**src/design/sync_guard_defines.svh**
```systemverilog
/*
 * Register offsets, field positions and timing counts of the sync guard and slew block.
 * Assumes a 250 MHz system clock and a 16-bit register address.
 */
`ifndef SYNC_GUARD_DEFINES_SVH
`define SYNC_GUARD_DEFINES_SVH

// ==========================================================
// Register offsets
`define SLEW_LIMIT_ADDR 16'h0D34
`define GUARD_CTRL_ADDR 16'h0D3C
`define SYNC_STATUS_ADDR 16'h0D40
`define RESTART_CTRL_ADDR 16'h0F08
`define PIN_CFG_ADDR 16'h0F10
`define IRQ_FLAGS_ADDR 16'h301D

// ==========================================================
// Field positions
`define BYPASS_UNLOCK_BIT 0
`define RESTART_BIT 0
`define STAT_READY_BIT 2
`define STAT_SLEW_BIT 6
`define STAT_ERR_BIT 7
`define IRQ_READY_BIT 0
`define IRQ_ERR_BIT 1
`define IRQ_SLEW_START_BIT 2
`define IRQ_SLEW_END_BIT 3

// ==========================================================
// Timing
`define CLK_PERIOD_PS 4000
`define SLEW_TICK_PS 244140625
`define STALL_CYCLES 3'h4
`define FILT_MAX_SHIFT 3'h4

`endif

```
**src/design/sync_guard_pkg.sv**
```systemverilog
/*
 * Types shared by the sync guard and slew block and its offset refiner.
 * Assumes sync_guard_defines.svh supplies the numeric constants.
 */
package sync_guard_pkg;

    typedef enum logic [1:0] {
        PIN_READY = 2'b00,
        PIN_ERROR = 2'b01,
        PIN_SLEW = 2'b10,
        PIN_OFF = 2'b11
    } pin_sel_t;

    typedef struct packed {
        logic [23:0] limit;
        logic bypass_unlock;
        pin_sel_t pin_sel;
        logic seen_first;
        logic init;
        logic first_apply;
        logic sync_err;
        logic slewing;
        logic restart;
        logic [2:0] stall;
        logic [15:0] tick;
        logic [3:0] irq;
        logic signed [31:0] target;
        logic signed [31:0] applied;
        logic [23:0] rdata;
        logic pin;
    } guard_state_t;

    typedef struct packed {
        logic [2:0] shift;
        logic signed [31:0] acc;
        logic valid;
    } refine_state_t;

endpackage : sync_guard_pkg

```
**src/design/offset_refiner.sv**
```systemverilog
/*
 * Offset refinement filter: exponential average whose shift grows with each event up to 4.
 * Assumes hold is high until initial synchronization and restart is a one-cycle pulse.
 */
`timescale 1ns/1ps
`include "sync_guard_defines.svh"

module offset_refiner
    import sync_guard_pkg::*;
(
    // Clock and reset
    input logic sys_clk,
    input logic reset,
    // Control
    input logic hold,
    input logic restart,
    // Offset in
    input logic in_valid,
    input logic signed [31:0] in_offset,
    // Offset out
    output logic out_valid,
    output logic signed [31:0] out_offset
);

    refine_state_t r;
    refine_state_t n;
    logic signed [32:0] diff;

    // ==========================================================
    // Filter
    always_comb begin
        n = r;
        n.valid = 1'b0;
        diff = {in_offset[31], in_offset} - {r.acc[31], r.acc};
        if (in_valid) begin
            if (r.shift == '0) begin
                n.acc = in_offset;
            end else begin
                n.acc = r.acc + 32'(diff >>> r.shift);
            end
            n.valid = 1'b1;
            if (r.shift != `FILT_MAX_SHIFT) begin
                n.shift = r.shift + 3'h1;
            end
        end
        // Restart keeps the average but lets the next event pass whole
        if (restart) begin
            n.shift = '0;
        end
        if (hold) begin
            n = '0;
        end
    end

    always_ff @(posedge sys_clk) begin
        if (reset) begin
            r <= '0;
        end else begin
            r <= n;
        end
    end

    assign out_valid = r.valid;
    assign out_offset = r.acc;

    first_pass_a: assert property (
        @(posedge sys_clk) disable iff (reset)
        (in_valid && r.shift == '0 && !hold) |=> (out_valid && out_offset == $past(in_offset))
    ) else $error("first offset after restart was altered");

endmodule : offset_refiner

```
**src/design/sync_offset_guard_slew.sv**
```systemverilog
/*
 * Guard switch, initial synchronization detect and slew limiter of the
 * common_clock_synchronizer, with its register port.
 * Assumes all inputs are synchronous to sys_clk and detector inputs are one-cycle pulses.
 */
// Overview of operation
// - Slew limiter after refinement turns phase steps into a bounded constant slope.
// - Limiting is active while the 24-bit limit field is nonzero, 2^-36 s/s units.
// - Writing zero to the limit bypasses the limiter at once.
// - A new nonzero limit stalls the limiter briefly, then slewing resumes.
// - First offset after initial synchronization passes unlimited; later ones are limited.
// - Status bit 6 reads one while the limiter is slewing.
// - Event bits 2 and 3 flag slewing start and end.
// - Slewing state can be routed to the multifunction status pin.
// - After restart the next offset passes unfiltered, later ones filtered more, down to a 1/16 weight.
// - Restart is not initial synchronization; the next event is still limited.
// - A guard event discards the latest offset before refinement.
// - After initial sync, unlock, magnitude or latency detection trips the guard.
// - Any guard trip raises synchronization error, status bit 7.
// - Synchronization error also sets event bit 1.
// - Guard control bit 0 set suppresses loop unlock as a guard trigger.
// - Before initial sync, refinement and slew limiter are held in reset.
// - Initial sync needs a stable system clock and a second event; detectors are not checked before it.
// - Status bit 2 reads one when the common time scale is ready.
// - Readiness also sets event bit 0 and can drive the status pin.
// - First event after reset flags sync error; the next valid event clears it.
`timescale 1ns/1ps
`include "sync_guard_defines.svh"

module sync_offset_guard_slew
    import sync_guard_pkg::*;
#(
    parameter int SLEW_TICK_CYCLES = `SLEW_TICK_PS / `CLK_PERIOD_PS
)
(
    // Clock and reset
    input logic sys_clk,
    input logic reset,
    // Register port
    input logic [15:0] reg_addr,
    input logic [23:0] reg_wdata,
    input logic reg_wr,
    input logic reg_rd,
    output logic [23:0] reg_rdata,
    // Synchronizer events
    input logic sync_event,
    input logic signed [31:0] sync_offset,
    input logic loop_unlocked,
    input logic sysclk_stable,
    input logic mag_detect,
    input logic latency_detect,
    // Time scale and status
    output logic signed [31:0] time_adjust,
    output logic ready,
    output logic sync_error,
    output logic slewing,
    output logic multifunction_status_pin
);

    localparam logic [15:0] TICK_LAST = 16'(SLEW_TICK_CYCLES - 1);

    guard_state_t s;
    guard_state_t n;

    logic guard_event;
    logic declare;
    logic accepted;
    logic filt_hold;
    logic filt_valid;
    logic signed [31:0] filt_out;
    logic slew_tick;
    logic [3:0] irq_set;
    logic [3:0] irq_clr;
    logic signed [32:0] diff;
    logic signed [32:0] lim33;
    logic signed [31:0] step;

    // ==========================================================
    // Guard and initial synchronization
    // Unlock only counts when an event is there to discard; latency trips alone
    assign guard_event = s.init && (latency_detect || (sync_event &&
        ((loop_unlocked && !s.bypass_unlock) || mag_detect)));
    assign declare = !s.init && s.seen_first && sync_event && sysclk_stable;
    assign accepted = sync_event && !guard_event && (s.init || declare);
    assign filt_hold = !(s.init || declare);
    assign slew_tick = (s.tick == TICK_LAST);

    offset_refiner refiner (
        .sys_clk(sys_clk),
        .reset(reset),
        .hold(filt_hold),
        .restart(s.restart),
        .in_valid(accepted),
        .in_offset(sync_offset),
        .out_valid(filt_valid),
        .out_offset(filt_out)
    );

    // ==========================================================
    // Next state
    always_comb begin
        n = s;
        n.restart = 1'b0;
        n.rdata = '0;
        irq_clr = '0;
        diff = '0;
        lim33 = '0;
        step = '0;
        n.tick = slew_tick ? '0 : s.tick + 16'h0001;
        if (s.stall != '0) begin
            n.stall = s.stall - 3'h1;
        end

        // Register writes
        if (reg_wr) begin
            if (reg_addr == `SLEW_LIMIT_ADDR) begin
                n.limit = reg_wdata;
                if (reg_wdata != '0) begin
                    n.stall = `STALL_CYCLES;
                end
            end else if (reg_addr == `GUARD_CTRL_ADDR) begin
                n.bypass_unlock = reg_wdata[`BYPASS_UNLOCK_BIT];
            end else if (reg_addr == `RESTART_CTRL_ADDR) begin
                n.restart = reg_wdata[`RESTART_BIT];
            end else if (reg_addr == `PIN_CFG_ADDR) begin
                n.pin_sel = pin_sel_t'(reg_wdata[1:0]);
            end
        end

        // Register reads; event flags clear on read
        if (reg_rd) begin
            if (reg_addr == `SLEW_LIMIT_ADDR) begin
                n.rdata = s.limit;
            end else if (reg_addr == `GUARD_CTRL_ADDR) begin
                n.rdata[`BYPASS_UNLOCK_BIT] = s.bypass_unlock;
            end else if (reg_addr == `SYNC_STATUS_ADDR) begin
                n.rdata[`STAT_READY_BIT] = s.init;
                n.rdata[`STAT_SLEW_BIT] = s.slewing;
                n.rdata[`STAT_ERR_BIT] = s.sync_err;
            end else if (reg_addr == `PIN_CFG_ADDR) begin
                n.rdata[1:0] = s.pin_sel;
            end else if (reg_addr == `IRQ_FLAGS_ADDR) begin
                n.rdata[3:0] = s.irq;
                irq_clr = s.irq;
            end
        end

        // Initial synchronization; a restart never touches these flags
        if (sync_event && !s.init) begin
            if (!s.seen_first) begin
                n.seen_first = 1'b1;
                n.sync_err = 1'b1;
            end else if (declare) begin
                n.init = 1'b1;
                n.sync_err = 1'b0;
                n.first_apply = 1'b1;
            end
        end
        if (guard_event) begin
            n.sync_err = 1'b1;
        end else if (accepted && s.init) begin
            n.sync_err = 1'b0;
        end

        // Slew limiter
        if (filt_valid) begin
            n.target = filt_out;
            if (s.first_apply) begin
                n.applied = filt_out;
                n.first_apply = 1'b0;
            end
        end
        diff = {n.target[31], n.target} - {s.applied[31], s.applied};
        lim33 = $signed({9'h000, n.limit});
        if (diff > lim33) begin
            step = $signed({8'h00, n.limit});
        end else if (diff < -lim33) begin
            step = -$signed({8'h00, n.limit});
        end else begin
            step = diff[31:0];
        end
        if (n.limit == '0) begin
            n.applied = n.target;
        end else if (slew_tick && s.stall == '0 && !(filt_valid && s.first_apply)) begin
            n.applied = s.applied + step;
        end
        if (!n.init) begin
            n.target = '0;
            n.applied = '0;
        end
        n.slewing = (n.applied != n.target);

        // Event flags: a new event wins over a clear by read
        irq_set[`IRQ_READY_BIT] = !s.init && n.init;
        irq_set[`IRQ_ERR_BIT] = !s.sync_err && n.sync_err;
        irq_set[`IRQ_SLEW_START_BIT] = !s.slewing && n.slewing;
        irq_set[`IRQ_SLEW_END_BIT] = s.slewing && !n.slewing;
        n.irq = (s.irq & ~irq_clr) | irq_set;

        case (n.pin_sel)
            PIN_READY: n.pin = n.init;
            PIN_ERROR: n.pin = n.sync_err;
            PIN_SLEW: n.pin = n.slewing;
            default: n.pin = 1'b0;
        endcase
    end

    // ==========================================================
    // State register
    always_ff @(posedge sys_clk) begin
        if (reset) begin
            s <= '0;
        end else begin
            s <= n;
        end
    end

    assign reg_rdata = s.rdata;
    assign time_adjust = s.applied;
    assign ready = s.init;
    assign sync_error = s.sync_err;
    assign slewing = s.slewing;
    assign multifunction_status_pin = s.pin;

    // ==========================================================
    // Checks
    logic signed [31:0] time_adjust_prev;
    logic signed [32:0] moved;
    assign moved = {s.applied[31], s.applied} - {time_adjust_prev[31], time_adjust_prev};
    always_ff @(posedge sys_clk) begin
        time_adjust_prev <= s.applied;
    end

    step_bound_a: assert property (
        @(posedge sys_clk) disable iff (reset)
        (s.init && $past(s.init) && s.limit != '0 && $past(s.limit) != '0
            && !$past(s.first_apply))
        |-> (moved <= $signed({9'h000, s.limit}) && moved >= -$signed({9'h000, s.limit}))
    ) else $error("phase moved faster than the slew limit");

    bypass_zero_a: assert property (
        @(posedge sys_clk) disable iff (reset)
        (s.limit == '0) |-> (s.applied == s.target && !s.slewing)
    ) else $error("zero limit did not bypass the limiter");

    stall_hold_a: assert property (
        @(posedge sys_clk) disable iff (reset)
        (reg_wr && reg_addr == `SLEW_LIMIT_ADDR && reg_wdata != '0 && s.init && !filt_valid)
        ##1 (!reg_wr && !filt_valid) |-> ##1 $stable(s.applied)
    ) else $error("limiter moved during stall");

    first_apply_a: assert property (
        @(posedge sys_clk) disable iff (reset)
        (s.first_apply && filt_valid) |=> (s.applied == $past(filt_out) && !s.first_apply)
    ) else $error("first offset was not applied whole");

    slew_irq_a: assert property (
        @(posedge sys_clk) disable iff (reset)
        ($rose(s.slewing) |-> s.irq[`IRQ_SLEW_START_BIT])
        and ($fell(s.slewing) |-> (s.irq[`IRQ_SLEW_END_BIT] && s.applied == s.target))
    ) else $error("slew start or end flag missing");

    guard_block_a: assert property (
        @(posedge sys_clk) disable iff (reset)
        guard_event |-> (!accepted ##1 s.sync_err)
    ) else $error("guarded offset reached refinement");

    unlock_trip_a: assert property (
        @(posedge sys_clk) disable iff (reset)
        (s.init && sync_event && loop_unlocked && !s.bypass_unlock) |-> ##1 s.sync_err
    ) else $error("unlock did not trip the guard");

    hold_reset_a: assert property (
        @(posedge sys_clk) disable iff (reset)
        !s.init |-> (s.applied == '0 && !filt_valid && !s.slewing)
    ) else $error("stages not held before initial sync");

    ready_irq_a: assert property (
        @(posedge sys_clk) disable iff (reset)
        $rose(s.init) |-> (s.irq[`IRQ_READY_BIT] && !s.sync_err)
    ) else $error("ready event missing");

    first_err_a: assert property (
        @(posedge sys_clk) disable iff (reset)
        (sync_event && !s.seen_first) |=> (s.sync_err && !s.init)
    ) else $error("first event did not flag an error");

    bypass_unlock_a: assert property (
        @(posedge sys_clk) disable iff (reset)
        (s.init && sync_event && loop_unlocked && s.bypass_unlock && !mag_detect
            && !latency_detect) |=> !s.sync_err
    ) else $error("unlock tripped the guard while bypassed");

    mag_trip_a: assert property (
        @(posedge sys_clk) disable iff (reset)
        (s.init && sync_event && mag_detect) |=> s.sync_err
    ) else $error("magnitude detection did not trip the guard");

    latency_trip_a: assert property (
        @(posedge sys_clk) disable iff (reset)
        (s.init && latency_detect) |=> s.sync_err
    ) else $error("latency detection did not trip the guard");

    err_irq_a: assert property (
        @(posedge sys_clk) disable iff (reset)
        $rose(s.sync_err) |-> s.irq[`IRQ_ERR_BIT]
    ) else $error("error event flag missing");

    // Status bits are taken from the state of the read cycle itself
    status_read_a: assert property (
        @(posedge sys_clk) disable iff (reset)
        (reg_rd && reg_addr == `SYNC_STATUS_ADDR)
        |=> (reg_rdata[`STAT_SLEW_BIT] == $past(s.slewing)
            && reg_rdata[`STAT_ERR_BIT] == $past(s.sync_err)
            && reg_rdata[`STAT_READY_BIT] == $past(s.init))
    ) else $error("status read does not match the state");

    pin_route_a: assert property (
        @(posedge sys_clk) disable iff (reset)
        ((s.pin_sel == PIN_SLEW) |-> (multifunction_status_pin == s.slewing))
        and ((s.pin_sel == PIN_READY) |-> (multifunction_status_pin == s.init))
    ) else $error("status pin does not follow its selection");

    // A restart must never reopen the unlimited first apply
    first_only_a: assert property (
        @(posedge sys_clk) disable iff (reset)
        $rose(s.first_apply) |-> $rose(s.init)
    ) else $error("unlimited apply outside initial sync");

    ready_cause_a: assert property (
        @(posedge sys_clk) disable iff (reset)
        $rose(s.init) |-> $past(sync_event && sysclk_stable && s.seen_first)
    ) else $error("ready without a stable clock and a second event");

    stall_load_a: assert property (
        @(posedge sys_clk) disable iff (reset)
        (reg_wr && reg_addr == `SLEW_LIMIT_ADDR && reg_wdata != '0)
        |=> (s.stall == `STALL_CYCLES)
    ) else $error("new limit did not stall the limiter");

    restart_pulse_a: assert property (
        @(posedge sys_clk) disable iff (reset)
        (reg_wr && reg_addr == `RESTART_CTRL_ADDR && reg_wdata[`RESTART_BIT]) |=> s.restart
    ) else $error("restart write did not reach the refiner");

endmodule : sync_offset_guard_slew

```
**config.mk**
```make
export PLATFORM = sky130hd
export DESIGN_NAME = sync_offset_guard_slew
export DESIGN_NICKNAME = d
export VERILOG_FILES = /design/src/design/sync_guard_pkg.sv /design/src/design/offset_refiner.sv /design/src/design/sync_offset_guard_slew.sv
export VERILOG_INCLUDE_DIRS = /design/src /design/src/design
export SDC_FILE = /design/constraint.sdc
export NUM_CORES = 1
export LEC_CHECK = 0
export ABC_AREA = 0
export BUFFER_PORTS_ARGS = -buffer_cell sky130_fd_sc_hd__buf_2
export CAP_MARGIN = 20
export CORE_ASPECT_RATIO = 2
export CORE_MARGIN = 2
export CORE_UTILIZATION = 50
export CTS_CLUSTER_DIAMETER = 30
export DETAILED_ROUTE_END_ITERATION = 6
export HOLD_SLACK_MARGIN = 0.15
export PLACE_DENSITY = 0.74
export SLEW_MARGIN = 5
export SYNTH_ARGS = -nofsm -noshare
export SYNTH_HDL_FRONTEND = slang
export SYNTH_SLANG_ARGS = --single-unit
```
**constraint.sdc**
```tcl
create_clock -name sys_clk -period 15.6 [get_ports sys_clk]
set_input_delay 0.78 -clock sys_clk [delete_from_list [all_inputs] [get_ports sys_clk]]
set_output_delay 0.78 -clock sys_clk [all_outputs]
set_load 0.005 [all_outputs]
```
==> Yosys cells after proc, flatten, opt, wreduce, memory -nomap -nowiden <==
Cells that the tools add are included.
{ "word_totals": {"regBits": 181} }
{ "op_classes": {"reduce_logical": 41, "mux": 46, "order_cmp": 2, "n_addsub": 9, "bitwise_logic": 8, "n_shift": 1, "eq_ne": 11} }
{ "ops": {"columns": ["op", "count"], "rows": [
  ["$mux 32", 6],
  ["$mux 64", 2],
  ["$eq 16x12->1 const B", 5],
  ["$sub 32x32->33", 2],
  ["$add 32x32->32", 2],
  ["$gt 33x25->1", 1],
  ["$lt 33x33->1", 1],
  ["$neg 24->33", 1],
  ["$sshr 33x3->32", 1],
  ["$ne 32x32->1", 1],
  ["$neg 24->32", 1],
  ["$mux 4", 7],
  ["$mux 27", 1],
  ["$logic_not 24->1", 1],
  ["$mux 24", 1],
  ["$mux 3", 8],
  ["$reduce_bool 24->1", 1],
  ["$mux 2", 10],
  ["$logic_and 1x1->1", 17],
  ["$add 16x1->16 const B", 1],
  ["$eq 16x14->1 const B", 1],
  ["$eq 16x16->1 const B", 1],
  ["$mux 1", 10],
  ["$logic_not 1->1", 7],
  ["other kinds (19)", 29]
]} }

==> Logic depth before layout (Yosys ltp) <==
Gate-level depths: netlist of run 1.
{ "depth": {"ltp_word": 18, "mapped_depth": 49} }

==> Modules after synthesis <==
A second synthesis of run 1 with hierarchy kept.
{ "hier_totals": {"hier_cells": 2707, "hier_area_um2": 20220.6} }
{ "by_module_without_submodules": {"columns": ["module", "n_inst", "cells_each", "area_each_um2"], "rows": [
  ["sync_offset_guard_slew", 1, 1831, 13932.1],
  ["offset_refiner", 1, 876, 6288.5]
]} }

==> Worst setup path after synthesis of run 1 <==
Ideal clock, no wire load.
{ "synth_path": {"path_kind": "in2reg", "start": "input port reg_addr[12]", "end": "register s[92] (netlist name)", "cell_stages": 47, "setup_slack_ns": 4.791, "arrival_time_ns": 10.750, "n_path_buf": 6, "path_cell_list": "or4b_4 -> nor4_4 -> and3_2 -> buf_4 -> buf_1 -> buf_1 -> mux2i_1 -> ha_1 -> nand2b_1 -> or2_2 -> nor2_1 -> nand3_1 -> o31ai_1 -> o21ai_0 -> nor3_1 -> ha_1 -> a21o_1 -> a21o_1 -> (+11 left out) -> o22ai_1 -> ha_1 -> clkbuf_1 -> a21o_1 -> a21o_1 -> a21o_1 -> a311o_1 -> o311a_1 -> nor2_1 -> o31ai_1 -> xnor2_1 -> nor3_1 -> or3_1 -> o2111ai_1 -> a2111oi_0 -> o31a_1 -> o31a_1 -> a32o_2"} }
{ "synth_via": {"elab_chain_cells": 15} }
{ "synth_lines": {"columns": ["element", "line_no", "rtl"], "rows": [
  ["from (decl)", "sync_offset_guard_slew.sv:40", "input logic [15:0] reg_addr,"],
  ["$eq 16x12->1 (no line)", null, null],
  ["$mux 24", "sync_offset_guard_slew.sv:116", "if (reg_addr == `SLEW_LIMIT_ADDR) begin"],
  ["$mux 27", "sync_offset_guard_slew.sv:115", "if (reg_wr) begin"],
  ["$neg 24->33", "sync_offset_guard_slew.sv:177", "end else if (diff < -lim33) begin"],
  ["$lt 33x33->1", "sync_offset_guard_slew.sv:177", null],
  ["$mux 32", "sync_offset_guard_slew.sv:177", null],
  ["$mux 32", "sync_offset_guard_slew.sv:175", "if (diff > lim33) begin"],
  ["$add 32x32->32", "sync_offset_guard_slew.sv:185", "n.applied = s.applied + step;"],
  ["$mux 32", "sync_offset_guard_slew.sv:184", "end else if (slew_tick && s.stall == '0 && !(filt_valid && s.first_apply)) begin"],
  ["$mux 32", "sync_offset_guard_slew.sv:182", "if (n.limit == '0) begin"],
  ["$mux 64", "sync_offset_guard_slew.sv:187", "if (!n.init) begin"],
  ["$ne 32x32->1", "sync_offset_guard_slew.sv:191", "n.slewing = (n.applied != n.target);"],
  ["$logic_not 1->1", "sync_offset_guard_slew.sv:197", "irq_set[`IRQ_SLEW_END_BIT] = s.slewing && !n.slewing;"],
  ["$logic_and 1x1->1", "sync_offset_guard_slew.sv:197", null],
  ["$or 4x4->4 *", "sync_offset_guard_slew.sv:198", "n.irq = (s.irq & ~irq_clr) | irq_set;"],
  ["to (signal assigned)", "sync_offset_guard_slew.sv:214", "s <= n;"],
  ["to (decl)", "sync_offset_guard_slew.sv:62", "guard_state_t s;"]
]} }
Every way passes the cells marked *; elsewhere a longest branch is shown, timed or not.
A chain may end at the register's enable or synchronous reset.

==> Worst setup path after layout of run 1 <==
{ "layout_path": {"start": "register refiner.r, in the netlist refiner.out_valid", "end": "register s[92] (netlist name)"} }
{ "layout_via": {"elab_chain_cells": 13} }
{ "layout_lines": {"columns": ["element", "line_no", "rtl"], "rows": [
  ["from (decl)", "offset_refiner.sv:25", "refine_state_t r;"],
  ["from (signal assigned)", "offset_refiner.sv:59", "r <= n;"],
  ["$mux 64", "sync_offset_guard_slew.sv:166", "if (filt_valid) begin"],
  ["$sub 32x32->33", "sync_offset_guard_slew.sv:173", "diff = {n.target[31], n.target} - {s.applied[31], s.applied};"],
  ["$lt 33x33->1", "sync_offset_guard_slew.sv:177", null],
  ["$mux 32", "sync_offset_guard_slew.sv:177", null],
  ["$mux 32", "sync_offset_guard_slew.sv:175", null],
  ["$add 32x32->32", "sync_offset_guard_slew.sv:185", null],
  ["$mux 32", "sync_offset_guard_slew.sv:184", null],
  ["$mux 32", "sync_offset_guard_slew.sv:182", null],
  ["$mux 64 *", "sync_offset_guard_slew.sv:187", null],
  ["$ne 32x32->1 *", "sync_offset_guard_slew.sv:191", null],
  ["$logic_not 1->1 *", "sync_offset_guard_slew.sv:197", null],
  ["$logic_and 1x1->1 *", "sync_offset_guard_slew.sv:197", null],
  ["$or 4x4->4 *", "sync_offset_guard_slew.sv:198", null]
]} }
Marked as above.

==> impl_metrics.ini, run 1 <==
[run_status]
status = finished clean

[die]
die-height_um = 281
rows = 101
floorplan.core_area_mm2 = 0.0379
dieWidth_um = 143
fp.dieArea_mm2 = 0.0401
io_pins = 141
start_util = 0.506

[clock_tree]
cts.sink_count = 181
tritoncts.num_buffers = 17
ctsHtreeMaxLevel = 4
tritoncts = done
cts_hold_repair.buffers = 0
post_cts_resized = 0
cts.reportedPaths.clkPinSlew_ns = 0.08
number_of_setup_buffers_added_after_cts = 0
clock_tree.buffer_depth = 2
insertion_delay_ns = 0.47
root_buffer = sky130_fd_sc_hd__clkbuf_16

[pwr]
netSwitchingFraction = 0.378
finalPower_uw = 1420
power.share.clock = 0.331
leakagePower_uw = 0.00920
internal_power_uw = 884
switching_power_uw = 537
combPwrFrac = 0.338
ir_drop_worst_vdd_mv = 0.0666
share_seq_of_total_power = 0.331
powerDensity_mw_per_mm2 = 69.5

[timing]
timing_hold_violations_final = 0
rsz_0062_raised_after_global_routing = false
timing.max_slew.rel_slack = 0.157
finClkSkew_ns = 0.0176
setup_ws_ns = 3.03
upper_clock_frequency_limit_ghz = 0.0796
setup_viol = 0
timing.setup.tns_ns = 0
post-route-period-util = 0.806
tightest_slew_ns = 1.26
post-route-min-period_ns = 12.57
final-max-slew-violation-count = 0

[setup_path]
cp_data_required_time_ns = 16.01
critical_path_buf_inv_count = 3
timing.rr.end = s[92]$_SDFF_PP0_
kind_of_end_point_of_the_critical_path = flop
crit_slowest_cell = sky130_fd_sc_hd__a2111oi_0
worst-setup-path-type = flop to flop
rrSetupSlack_ns = 3.03
critical_path.startpoint_type = flop
delay_heaviest_family_cp = compound AO/OA/AOI/OAI gates
cp_slowest_stage_delay_ns = 0.85
critPathMaxFanout = 49
worst_r2r_path_depth = 42
beginning_of_the_worst_register_to_register_path = refiner.out_valid$_SDFF_PP0_
worst_ep_arrival_time_ns = 12.98

[yosys]
synth.yosys.warnings = 0
synth.net_count = 2849
synth-async-reset-ratio = 0
synth-seq-cells = 181
synth_seq_area_share = 0.189
synth.lib_cells_used.distinct = 94
synth_cells = 2569
synth_top_family_by_area = compound AO/OA/AOI/OAI gates
synth_fa_ha_area_frac = 0.131
yosys.area_share.simple = 0.207
postSynthAreaPerCell_um2 = 7.47
synth-edff-count = 0
post_synth_instance_area_mm2 = 0.0192
post_synth_mux_area_share = 0.0770
yosys_most_used_dff = sky130_fd_sc_hd__dfxtp_1
synth-xor-area-share = 0.0739
synth_compound_area_frac = 0.249

[global_route]
leftover_overflow_at_the_end_of_global_routing = 0
first_pass_grt_wire_length_um = 97300
grt_pass1_vias = 18900
number_of_antenna_violations_at_the_first_check_in_global_routing = 1
global_routing_usage_summed_across_all_routing_layers = 0.309
grt_start_max_net_pins = 74

[route]
number_of_nets_with_antenna_violations_after_detailed_routing = 0
drt-pass1-iter-count = 7
route.detailed.drc = 0
first_iter_violations = 1151
route.detailed.wl_per_inst_um = 20.3
route.vias.total = 19100
finalWirelength_um = 62400
detail_route.vias_per_cell = 6.21

[place]
port_buffers = 140
dp_hpwl_um = 50700
place.gp.congestion = 0.972
detailedPlace.worstSlack_ns = 3.20

[layout]
drive_gt1_frac = 0.100
nFillCells = 3706
nNetsFinal = 2873
synthToLayoutAreaGrowth_pct = 6.59

[worst_hold_path]
startpoint_of_the_most_critical_hold_path = s[112]$_SDFF_PP0_
holdCritPathClass = flop to flop
whs_endpoint = refiner.r[33]$_SDFFE_PP0P_
holdPathStages = 1

[job]
cap_violations = 0
## flip-flops by register name, summed over array words and instances (netlist names)
register	count
refiner.out_offset	32
slewing	1
multifunction_status_pin	1
reg_rdata	24
time_adjust	32
refiner.r	3
refiner.out_valid	1
s	85
sync_error	1
ready	1
## cell type report
class                   instances  area, um2  share of cell area
flip-flops and latches        181       3620               0.177
multi-input cells            2085      14200               0.694
clock buffers                  17        425              0.0208
inverters                     147        552              0.0270
well taps                     463        579              0.0283
clock inverters                15        219              0.0107
diodes                          1       2.50            0.000122
repair buffers                161        855              0.0418
## per-layer routing
metal | GRT usage | wire length [um]
met5 | 0 | 0
met4 | 0.238 | 5340
met3 | 0.0319 | 2590
met2 | 0.564 | 31800
met1 | 0.317 | 22700
## cell families (layout without fill, tap and decap cells)
family                     after synthesis  in the layout
xor gates and xnor gates               162            162
muxes                                  141            141
other                                    0              1
AOI/OAI and AO/OA                      749            749
buffers and inverters                  303            340
and+or+nand+nor                        834            834
adders and majority gates              199            199
DFF                                    181            181
## synthesized netlist by cell type, drive strengths merged (5+ instances only)
cell type  instances  area (um2)
mux2i            109        1110
nand2b            35         219
xor2              67         587
nor3              69         345
mux2              31         349
o221ai             8        70.1
ha               195        2440
o22ai             13        81.3
a21boi            10        78.8
nand4             30         188
o211ai            23         173
o21ai            151         756
a211o             13         114
nand3             61         305
clkbuf            77         293
nor3b              5        48.8
o311a              5        50.1
a2111oi            7        61.3
o21bai            10        75.1
xnor2             95         832
nor2b             29         181
a22oi             10        75.1
a21o              74         556
a21oi            230        1150
a221oi             9        78.8
nand2            189         709
o31a               5        43.8
nor2             290        1090
a211oi            79         593
buf               79         548
o31ai             17         133
a31oi             17         106
or3               20         140
inv              147         552
or2                8        50.1
o21a              25         189
nor4              10        77.6
dfxtp            181        3620
and3              18         115
o32ai              5        43.8
and2              44         277
and4               5        43.8
## power groups by stage
stage	Clock (uW)	Sequential, uW	Combinational, uW
after floorplan	0	480	353
after global placement	0	481	462
after detailed placement	0	481	469
after CTS	475	470	472
after global routing	494	471	527
final	471	471	480
## how the worst max path moves through the flow
| stage | start | to | slack (ns) | depth (start not counted) |
|---|---|---|---|---|
| floorplan | reg_addr[12] | s[92]$_SDFF_PP0_ | 4.79 | 47 |
| global placement | refiner.out_valid$_SDFF_PP0_ | s[92]$_SDFF_PP0_ | 3.35 | 42 |
| detailed placement | reg_addr[12] | s[92]$_SDFF_PP0_ | 3.20 | 43 |
| CTS | refiner.out_valid$_SDFF_PP0_ | s[92]$_SDFF_PP0_ | 3.25 | 42 |
| global route | refiner.out_valid$_SDFF_PP0_ | s[92]$_SDFF_PP0_ | 2.36 | 42 |
| finish | refiner.out_valid$_SDFF_PP0_ | s[92]$_SDFF_PP0_ | 3.03 | 42 |
## metrics by stage
step / instance area [um2] / util / std cells / hold WS [ns]
4_1_cts: 20500 / 0.540 / 3069 / 0.465
2_1_floorplan: 19200 / - / 2569 / 0.418
3_3_place_gp: 19800 / 0.523 / 3036 / 0.450
5_1_grt: 20500 / 0.540 / 3070 / 0.490
3_5_place_dp: 19800 / 0.523 / 3037 / 0.455
6_report: 20500 / 0.540 / 3070 / 0.459
## placed cells by master (no fill, tap or decap), types with 8 or more instances in the layout
cell type	instances
sky130_fd_sc_hd__o21a_1	24
sky130_fd_sc_hd__buf_2	140
sky130_fd_sc_hd__o221ai_1	8
sky130_fd_sc_hd__mux2_2	31
sky130_fd_sc_hd__or3_1	17
sky130_fd_sc_hd__buf_4	20
sky130_fd_sc_hd__ha_1	195
sky130_fd_sc_hd__a21boi_0	9
sky130_fd_sc_hd__inv_1	145
sky130_fd_sc_hd__nor4_1	9
sky130_fd_sc_hd__a31oi_1	17
sky130_fd_sc_hd__o22ai_1	13
sky130_fd_sc_hd__a22oi_1	10
sky130_fd_sc_hd__o21bai_1	10
sky130_fd_sc_hd__nor3_1	69
sky130_fd_sc_hd__nor2_1	290
sky130_fd_sc_hd__a211o_1	13
sky130_fd_sc_hd__nand4_1	30
sky130_fd_sc_hd__nor2b_1	28
sky130_fd_sc_hd__a211oi_1	79
sky130_fd_sc_hd__and3_1	16
sky130_fd_sc_hd__a221oi_1	9
sky130_fd_sc_hd__a21o_1	74
sky130_fd_sc_hd__and2_1	43
sky130_fd_sc_hd__o211ai_1	23
sky130_fd_sc_hd__nand2_1	187
sky130_fd_sc_hd__o21ai_0	149
sky130_fd_sc_hd__o31ai_1	16
sky130_fd_sc_hd__nand3_1	61
sky130_fd_sc_hd__mux2i_1	107
sky130_fd_sc_hd__xnor2_1	95
sky130_fd_sc_hd__nand2b_1	35
sky130_fd_sc_hd__a21oi_1	230
sky130_fd_sc_hd__xor2_1	67
sky130_fd_sc_hd__clkbuf_16	17
sky130_fd_sc_hd__dfxtp_1	180
Power figures use the tool's default switching activity.
==> run 2: changes to the inputs <==
ABC_AREA = 1   (was 0)
clock period = 13.2 ns   (was 15.6 ns; I/O delays follow)
==> impl_metrics.ini, run 2 <==
[yosys]
yosys_most_used_dff = sky130_fd_sc_hd__dfxtp_1
synth.lib_cells_used.distinct = 53
synth_largest_area_cell = sky130_fd_sc_hd__dfxtp_1
synth.yosys.warnings = 0
synth-edff-count = 0
netlist_top_cells_count = sky130_fd_sc_hd__nand2_1 (640), sky130_fd_sc_hd__inv_1 (367), sky130_fd_sc_hd__nor2_1 (364)
post_synth_main_area_contributors = sky130_fd_sc_hd__dfxtp_1 (19%), sky130_fd_sc_hd__ha_1 (13%), sky130_fd_sc_hd__nand2_1 (13%)
post_synth_instance_area_mm2 = 0.0191
synth_seq_area_share = 0.190
synth-seq-cells = 181
synth-async-reset-ratio = 0
postSynthAreaPerCell_um2 = 6.24
synth.net_count = 3337
synth_cells = 3057
synth_top_area_share = 0.190
cell_with_the_most_instances_after_synthesis = sky130_fd_sc_hd__nand2_1

[setup_path]
cp_data_required_time_ns = 13.53
cp_common_cell = sky130_fd_sc_hd__nand2_1
worst-setup-path-type = flop to flop
worst_ep_arrival_time_ns = 11.35
kind_of_end_point_of_the_critical_path = flop
cp_slowest_stage_delay_ns = 0.79
critPathMaxFanout = 65
worst_r2r_path_depth = 46
timing.rr.end = s[91]$_SDFF_PP0_
rrSetupSlack_ns = 2.19
beginning_of_the_worst_register_to_register_path = refiner.out_valid$_SDFF_PP0_
critical_path.startpoint_type = flop
crit_slowest_cell = sky130_fd_sc_hd__a2111oi_0

[timing]
timing.max_slew.rel_slack = 0.324
tightest_slew_ns = 0.988
timing.setup.tns_ns = 0
setup_viol = 0
finClkSkew_ns = 0.0215
timing_hold_violations_final = 0
rsz_0062_raised_after_global_routing = false
post-route-min-period_ns = 11.01
upper_clock_frequency_limit_ghz = 0.0908
post-route-period-util = 0.834
final-max-slew-violation-count = 0

[layout]
layout.core_utilization = 0.539
insertedDiodeCount = 0
synthToLayoutAreaGrowth_pct = 6.63
final_cell_mix = sky130_fd_sc_hd__nand2_1 (638), sky130_fd_sc_hd__inv_1 (367), sky130_fd_sc_hd__nor2_1 (363)
drive_gt1_frac = 0.0768
nNetsFinal = 3365
largest_reg_by_ff_count = s
layout.cell_area.non_filler_mm2 = 0.0204
non_filler_instance_count_after_layout = 3561
largest_register_ff_count = 85
leading_cell_type_in_the_layout_fill_and_taps_excluded = sky130_fd_sc_hd__nand2_1
nFillCells = 3911

[die]
start_util = 0.505
dieWidth_um = 142
die-height_um = 280
fp.dieArea_mm2 = 0.0399
io_pins = 141
rows = 101
floorplan.core_area_mm2 = 0.0378

[route]
route.detailed.wl_per_inst_um = 18.1
route.detailed.drc = 0
finalWirelength_um = 64500
detail_route.vias_per_cell = 5.76
number_of_nets_with_antenna_violations_after_detailed_routing = 0
first_iter_violations = 1264
route.vias.total = 20500
drt-pass1-iter-count = 7

[worst_hold_path]
holdPathStages = 2
holdCritPathClass = flop to flop
startpoint_of_the_most_critical_hold_path = s[144]$_SDFF_PP0_
whs_endpoint = reg_rdata[23]$_SDFF_PP0_

[place]
place.gp.congestion = 1.01
dpl_cell_area_mm2 = 0.0197
dp_hpwl_um = 52700
port_buffers = 140
placedCellCount = 3527

[global_route]
number_of_antenna_violations_at_the_first_check_in_global_routing = 0
grt_pass1_vias = 20500
grtUsageMet2 = 0.587
leftover_overflow_at_the_end_of_global_routing = 0
grt_start_max_net_pins = 69
globalRouteMet3Util = 0.0387
gr-max-usage-layer = met2
first_pass_grt_wire_length_um = 102000
global_routing_usage_summed_across_all_routing_layers = 0.323
grt_util_met1 = 0.322

[pwr]
powerDensity_mw_per_mm2 = 99.8
leakagePower_uw = 0.00990
ir_drop_worst_vdd_mv = 0.0727

[clock_tree]
insertion_delay_ns = 0.48
ctsHtreeMaxLevel = 4
tritoncts = done
number_of_setup_buffers_added_after_cts = 0
clock_tree.buffer_depth = 2
root_buffer = sky130_fd_sc_hd__clkbuf_16
cts.reportedPaths.clkPinSlew_ns = 0.09
post_cts_resized = 0
cts_hold_repair.buffers = 0
cts.sink_count = 181
tritoncts.num_buffers = 17

[run_status]
status = finished clean

[job]
cap_violations = 0
run 2: cell types whose count changed after synthesis, sizes merged, moves of 85 or more:
| cell | change |
|---|---|
| nand2 | +457 |
| inv | +226 |
| o21ai | +120 |
| nand3 | +114 |
| mux2i | -86 |
| nor2 | +85 |
run 2: report_power, final:
part	total, uW	internal [uW]	switching [uW]	leakage (uW)
registers	558	553	5.13	0.00146
logic	908	308	600	0.00813
clock network	565	282	284	0.000306
run 2: how the worst max path moves through the flow:
stage                                  from          endpoint  cells past startpoint
2_1_floorplan  refiner.out_valid$_SDFF_PP0_  s[91]$_SDFF_PP0_                     53
3_3_place_gp   refiner.out_valid$_SDFF_PP0_  s[91]$_SDFF_PP0_                     46
3_5_place_dp   refiner.out_valid$_SDFF_PP0_  s[91]$_SDFF_PP0_                     46
4_1_cts        refiner.out_valid$_SDFF_PP0_  s[91]$_SDFF_PP0_                     46
5_1_grt        refiner.out_valid$_SDFF_PP0_  s[91]$_SDFF_PP0_                     46
6_report       refiner.out_valid$_SDFF_PP0_  s[91]$_SDFF_PP0_                     46
run 2: metal layers:
| metal | wire length, um | part of all wire |
|---|---|---|
| met5 | 0 | 0 |
| met4 | 6080 | 0.094 |
| met3 | 2800 | 0.043 |
| met2 | 32400 | 0.50 |
| met1 | 23200 | 0.36 |
run 2: kinds of logic (layout without fill, tap and decap cells):
logic type | after synthesis | in the layout | synth area share
buffers and inverters | 527 | 568 | 0.118
AOI/OAI and AO/OA | 668 | 668 | 0.196
xor gates and xnor gates | 120 | 120 | 0.0551
muxes | 23 | 23 | 0.0121
DFF | 181 | 181 | 0.190
and+or+nand+nor | 1339 | 1339 | 0.297
adders and majority gates | 199 | 199 | 0.132
run 2: per-stage QoR:
stage / setup slack, ns / hold slack [ns] / power (uW)
3_3_place_gp: 2.71 / 0.411 / 1440
6_report: 2.19 / 0.426 / 2030
5_1_grt: 1.81 / 0.449 / 2160
2_1_floorplan: 5.39 / 0.408 / 1220
4_1_cts: 2.40 / 0.428 / 2020
3_5_place_dp: 2.45 / 0.413 / 1460
run 2: cell type report:
class,instances,area [um2],share of cell area
inverters,376,1410,0.0693
flip-flops and latches,181,3620,0.178
well taps,463,579,0.0285
clock buffers,18,439,0.0216
repair buffers,160,877,0.0431
multi-input cells,2349,13200,0.650
clock inverters,14,203,0.00996
run 2: critical path, delay by kind of cell (launching register included):
| kind | cells | cell delay, ns |
|---|---|---|
| AND/OR/NAND/NOR | 24 | 4.30 |
| XOR/XNOR | 2 | 0.48 |
| flip-flops | 1 | 0.32 |
| adder cells (fa/ha/maj) | 3 | 1.03 |
| AO/OA/AOI/OAI | 12 | 3.38 |
| buffers and inverters | 5 | 1.30 |
==> run 3: changes to the inputs <==
PLACE_DENSITY = 0.77   (was 0.74)
clock period = 9.15 ns   (was 13.2 ns; I/O delays follow)
==> impl_metrics.ini, run 3 (synthesis gave the netlist of run 2 again) <==
[run_status]
status = finished clean

[worst_hold_path]
holdCritPathClass = input port to flop

[setup_path]
crit_slowest_cell = sky130_fd_sc_hd__or3_1
cp_data_required_time_ns = 9.50
critical_path_buf_inv_count = 9
critPathMaxFanout = 24
worst-setup-path-type = flop to flop
kind_of_end_point_of_the_critical_path = flop
cp_common_cell = sky130_fd_sc_hd__nand2_1
critical_path.startpoint_type = flop
delay_heaviest_family_cp = simple AND/OR/NAND/NOR gates
worst_ep_arrival_time_ns = 9.11
cp_slowest_stage_delay_ns = 0.48

[layout]
non_filler_instance_count_after_layout = 3628
drive_gt1_frac = 0.104
final_cell_mix = sky130_fd_sc_hd__nand2_1 (636), sky130_fd_sc_hd__inv_1 (367), sky130_fd_sc_hd__nor2_1 (360)
insertedDiodeCount = 0
nNetsFinal = 3432
nFillCells = 3856
largest_reg_by_ff_count = s
layout.cell_area.non_filler_mm2 = 0.0210
leading_cell_type_in_the_layout_fill_and_taps_excluded = sky130_fd_sc_hd__nand2_1
area_taken_by_multi_input_logic_gates_mm2 = 0.0134
ff_latch_area_mm2 = 0.00363
largest_register_ff_count = 85
synthToLayoutAreaGrowth_pct = 10.0

[clock_tree]
root_buffer = sky130_fd_sc_hd__clkbuf_16
cts.sink_count = 181
cts.reportedPaths.clkPinSlew_ns = 0.08
tritoncts = done
tritoncts.num_buffers = 17
insertion_delay_ns = 0.47
clock_tree.buffer_depth = 2
cts_hold_repair.buffers = 0
ctsHtreeMaxLevel = 4

[timing]
timing_hold_violations_final = 0
post-route-min-period_ns = 8.76
timing.max_slew.rel_slack = 0.315
tightest_slew_ns = 1.02
post-route-period-util = 0.957
finClkSkew_ns = 0.0165
upper_clock_frequency_limit_ghz = 0.114
setup_viol = 0
final-max-slew-violation-count = 0
finalHoldWorstSlack_ns = 0.275

[die]
dieWidth_um = 142
rows = 101
io_pins = 141
fp.dieArea_mm2 = 0.0399
start_util = 0.505
die-height_um = 280
floorplan.core_area_mm2 = 0.0378

[global_route]
first_pass_grt_wire_length_um = 103000
global_routing_usage_summed_across_all_routing_layers = 0.326
grt_pass1_vias = 20700
number_of_antenna_violations_at_the_first_check_in_global_routing = 1
leftover_overflow_at_the_end_of_global_routing = 0
grt_start_max_net_pins = 64

[place]
dpl_cell_area_mm2 = 0.0201
dp_hpwl_um = 53900
port_buffers = 140
placedCellCount = 3582
place.gp.congestion = 0.996

[pwr]
power.share.clock = 0.250
netSwitchingFraction = 0.426
share_seq_of_total_power = 0.264
switching_power_uw = 1300
internal_power_uw = 1750
powerDensity_mw_per_mm2 = 145
combPwrFrac = 0.486
leakagePower_uw = 0.0103
ir_drop_worst_vdd_mv = 0.112

[job]
cap_violations = 0

[route]
detail_route.vias_per_cell = 5.78
first_iter_violations = 1168
route.detailed.drc = 0
route.detailed.wl_per_inst_um = 18.2
finalWirelength_um = 66000
drt-pass1-iter-count = 5
route.vias.total = 21000
number_of_nets_with_antenna_violations_after_detailed_routing = 0
==> run 3: final timing paths <==
| path | startpoint | endpoint | slack, ns | cells past startpoint |
|---|---|---|---|---|
| max reg2reg | refiner.out_valid$_SDFF_PP0_ | s[91]$_SDFF_PP0_ | 0.39 | 53 |
| min | sync_offset[2] | refiner.out_offset[2]$_SDFFE_PP0P_ | 0.28 | 3 |
| max | refiner.out_valid$_SDFF_PP0_ | s[91]$_SDFF_PP0_ | 0.39 | 53 |
| min reg2reg | s[141]$_SDFF_PP0_ | reg_rdata[20]$_SDFF_PP0_ | 0.42 | 2 |
==> run 3: timing repair <==
item                                    CTS  global route
gates cloned                              0             2
gates resized for setup                   7            53
endpoints found under the setup margin    5             7
hold endpoints to repair                  0             0
setup buffers                             0            12
pin swaps                                 0            16
==> run 3: metrics by stage <==
stage	util	setup WS, ns	power [uW]	TNS [ns]
after floorplan	-	1.34	1760	0
after global routing	0.556	-0.0247	3240	-0.0267
final	0.556	0.390	3050	0
after CTS	0.549	0.0190	2960	0
after global placement	0.533	-0.412	2170	-1.43
after detailed placement	0.533	-0.495	2200	-1.72
==> run 3: worst register-to-register path, delay by kind of cell (launching register included) <==
family                     cells  cell delay, ns
AOI/OAI and AO/OA             11            1.94
xor gates and xnor gates       2            0.37
adders and majority gates      4            1.31
buffers and inverters          9            1.10
DFF                            1            0.38
and+or+nand+nor               27            3.56
==> run 3: per-layer routing <==
metal  wire length, um  track usage
met2             34100        0.608
met4              5420        0.242
met3              2840       0.0312
met5                 0            0
met1             23700        0.329
==> run 3: power by group through the flow <==
stage | logic [uW] | clock network [uW] | registers [uW]
after floorplan | 944 | 0 | 821
after global placement | 1350 | 0 | 823
after detailed placement | 1370 | 0 | 824
after CTS | 1380 | 771 | 805
after global routing | 1630 | 804 | 806
final | 1480 | 763 | 805
==> run 3: cell type report <==
class	count	share of cell area
timing repair buffer	227	0.0691
tap	463	0.0276
sequential	181	0.173
inverter	376	0.0672
clock buffer	20	0.0213
multi-input combinational	2349	0.636
clock inverter	12	0.00649
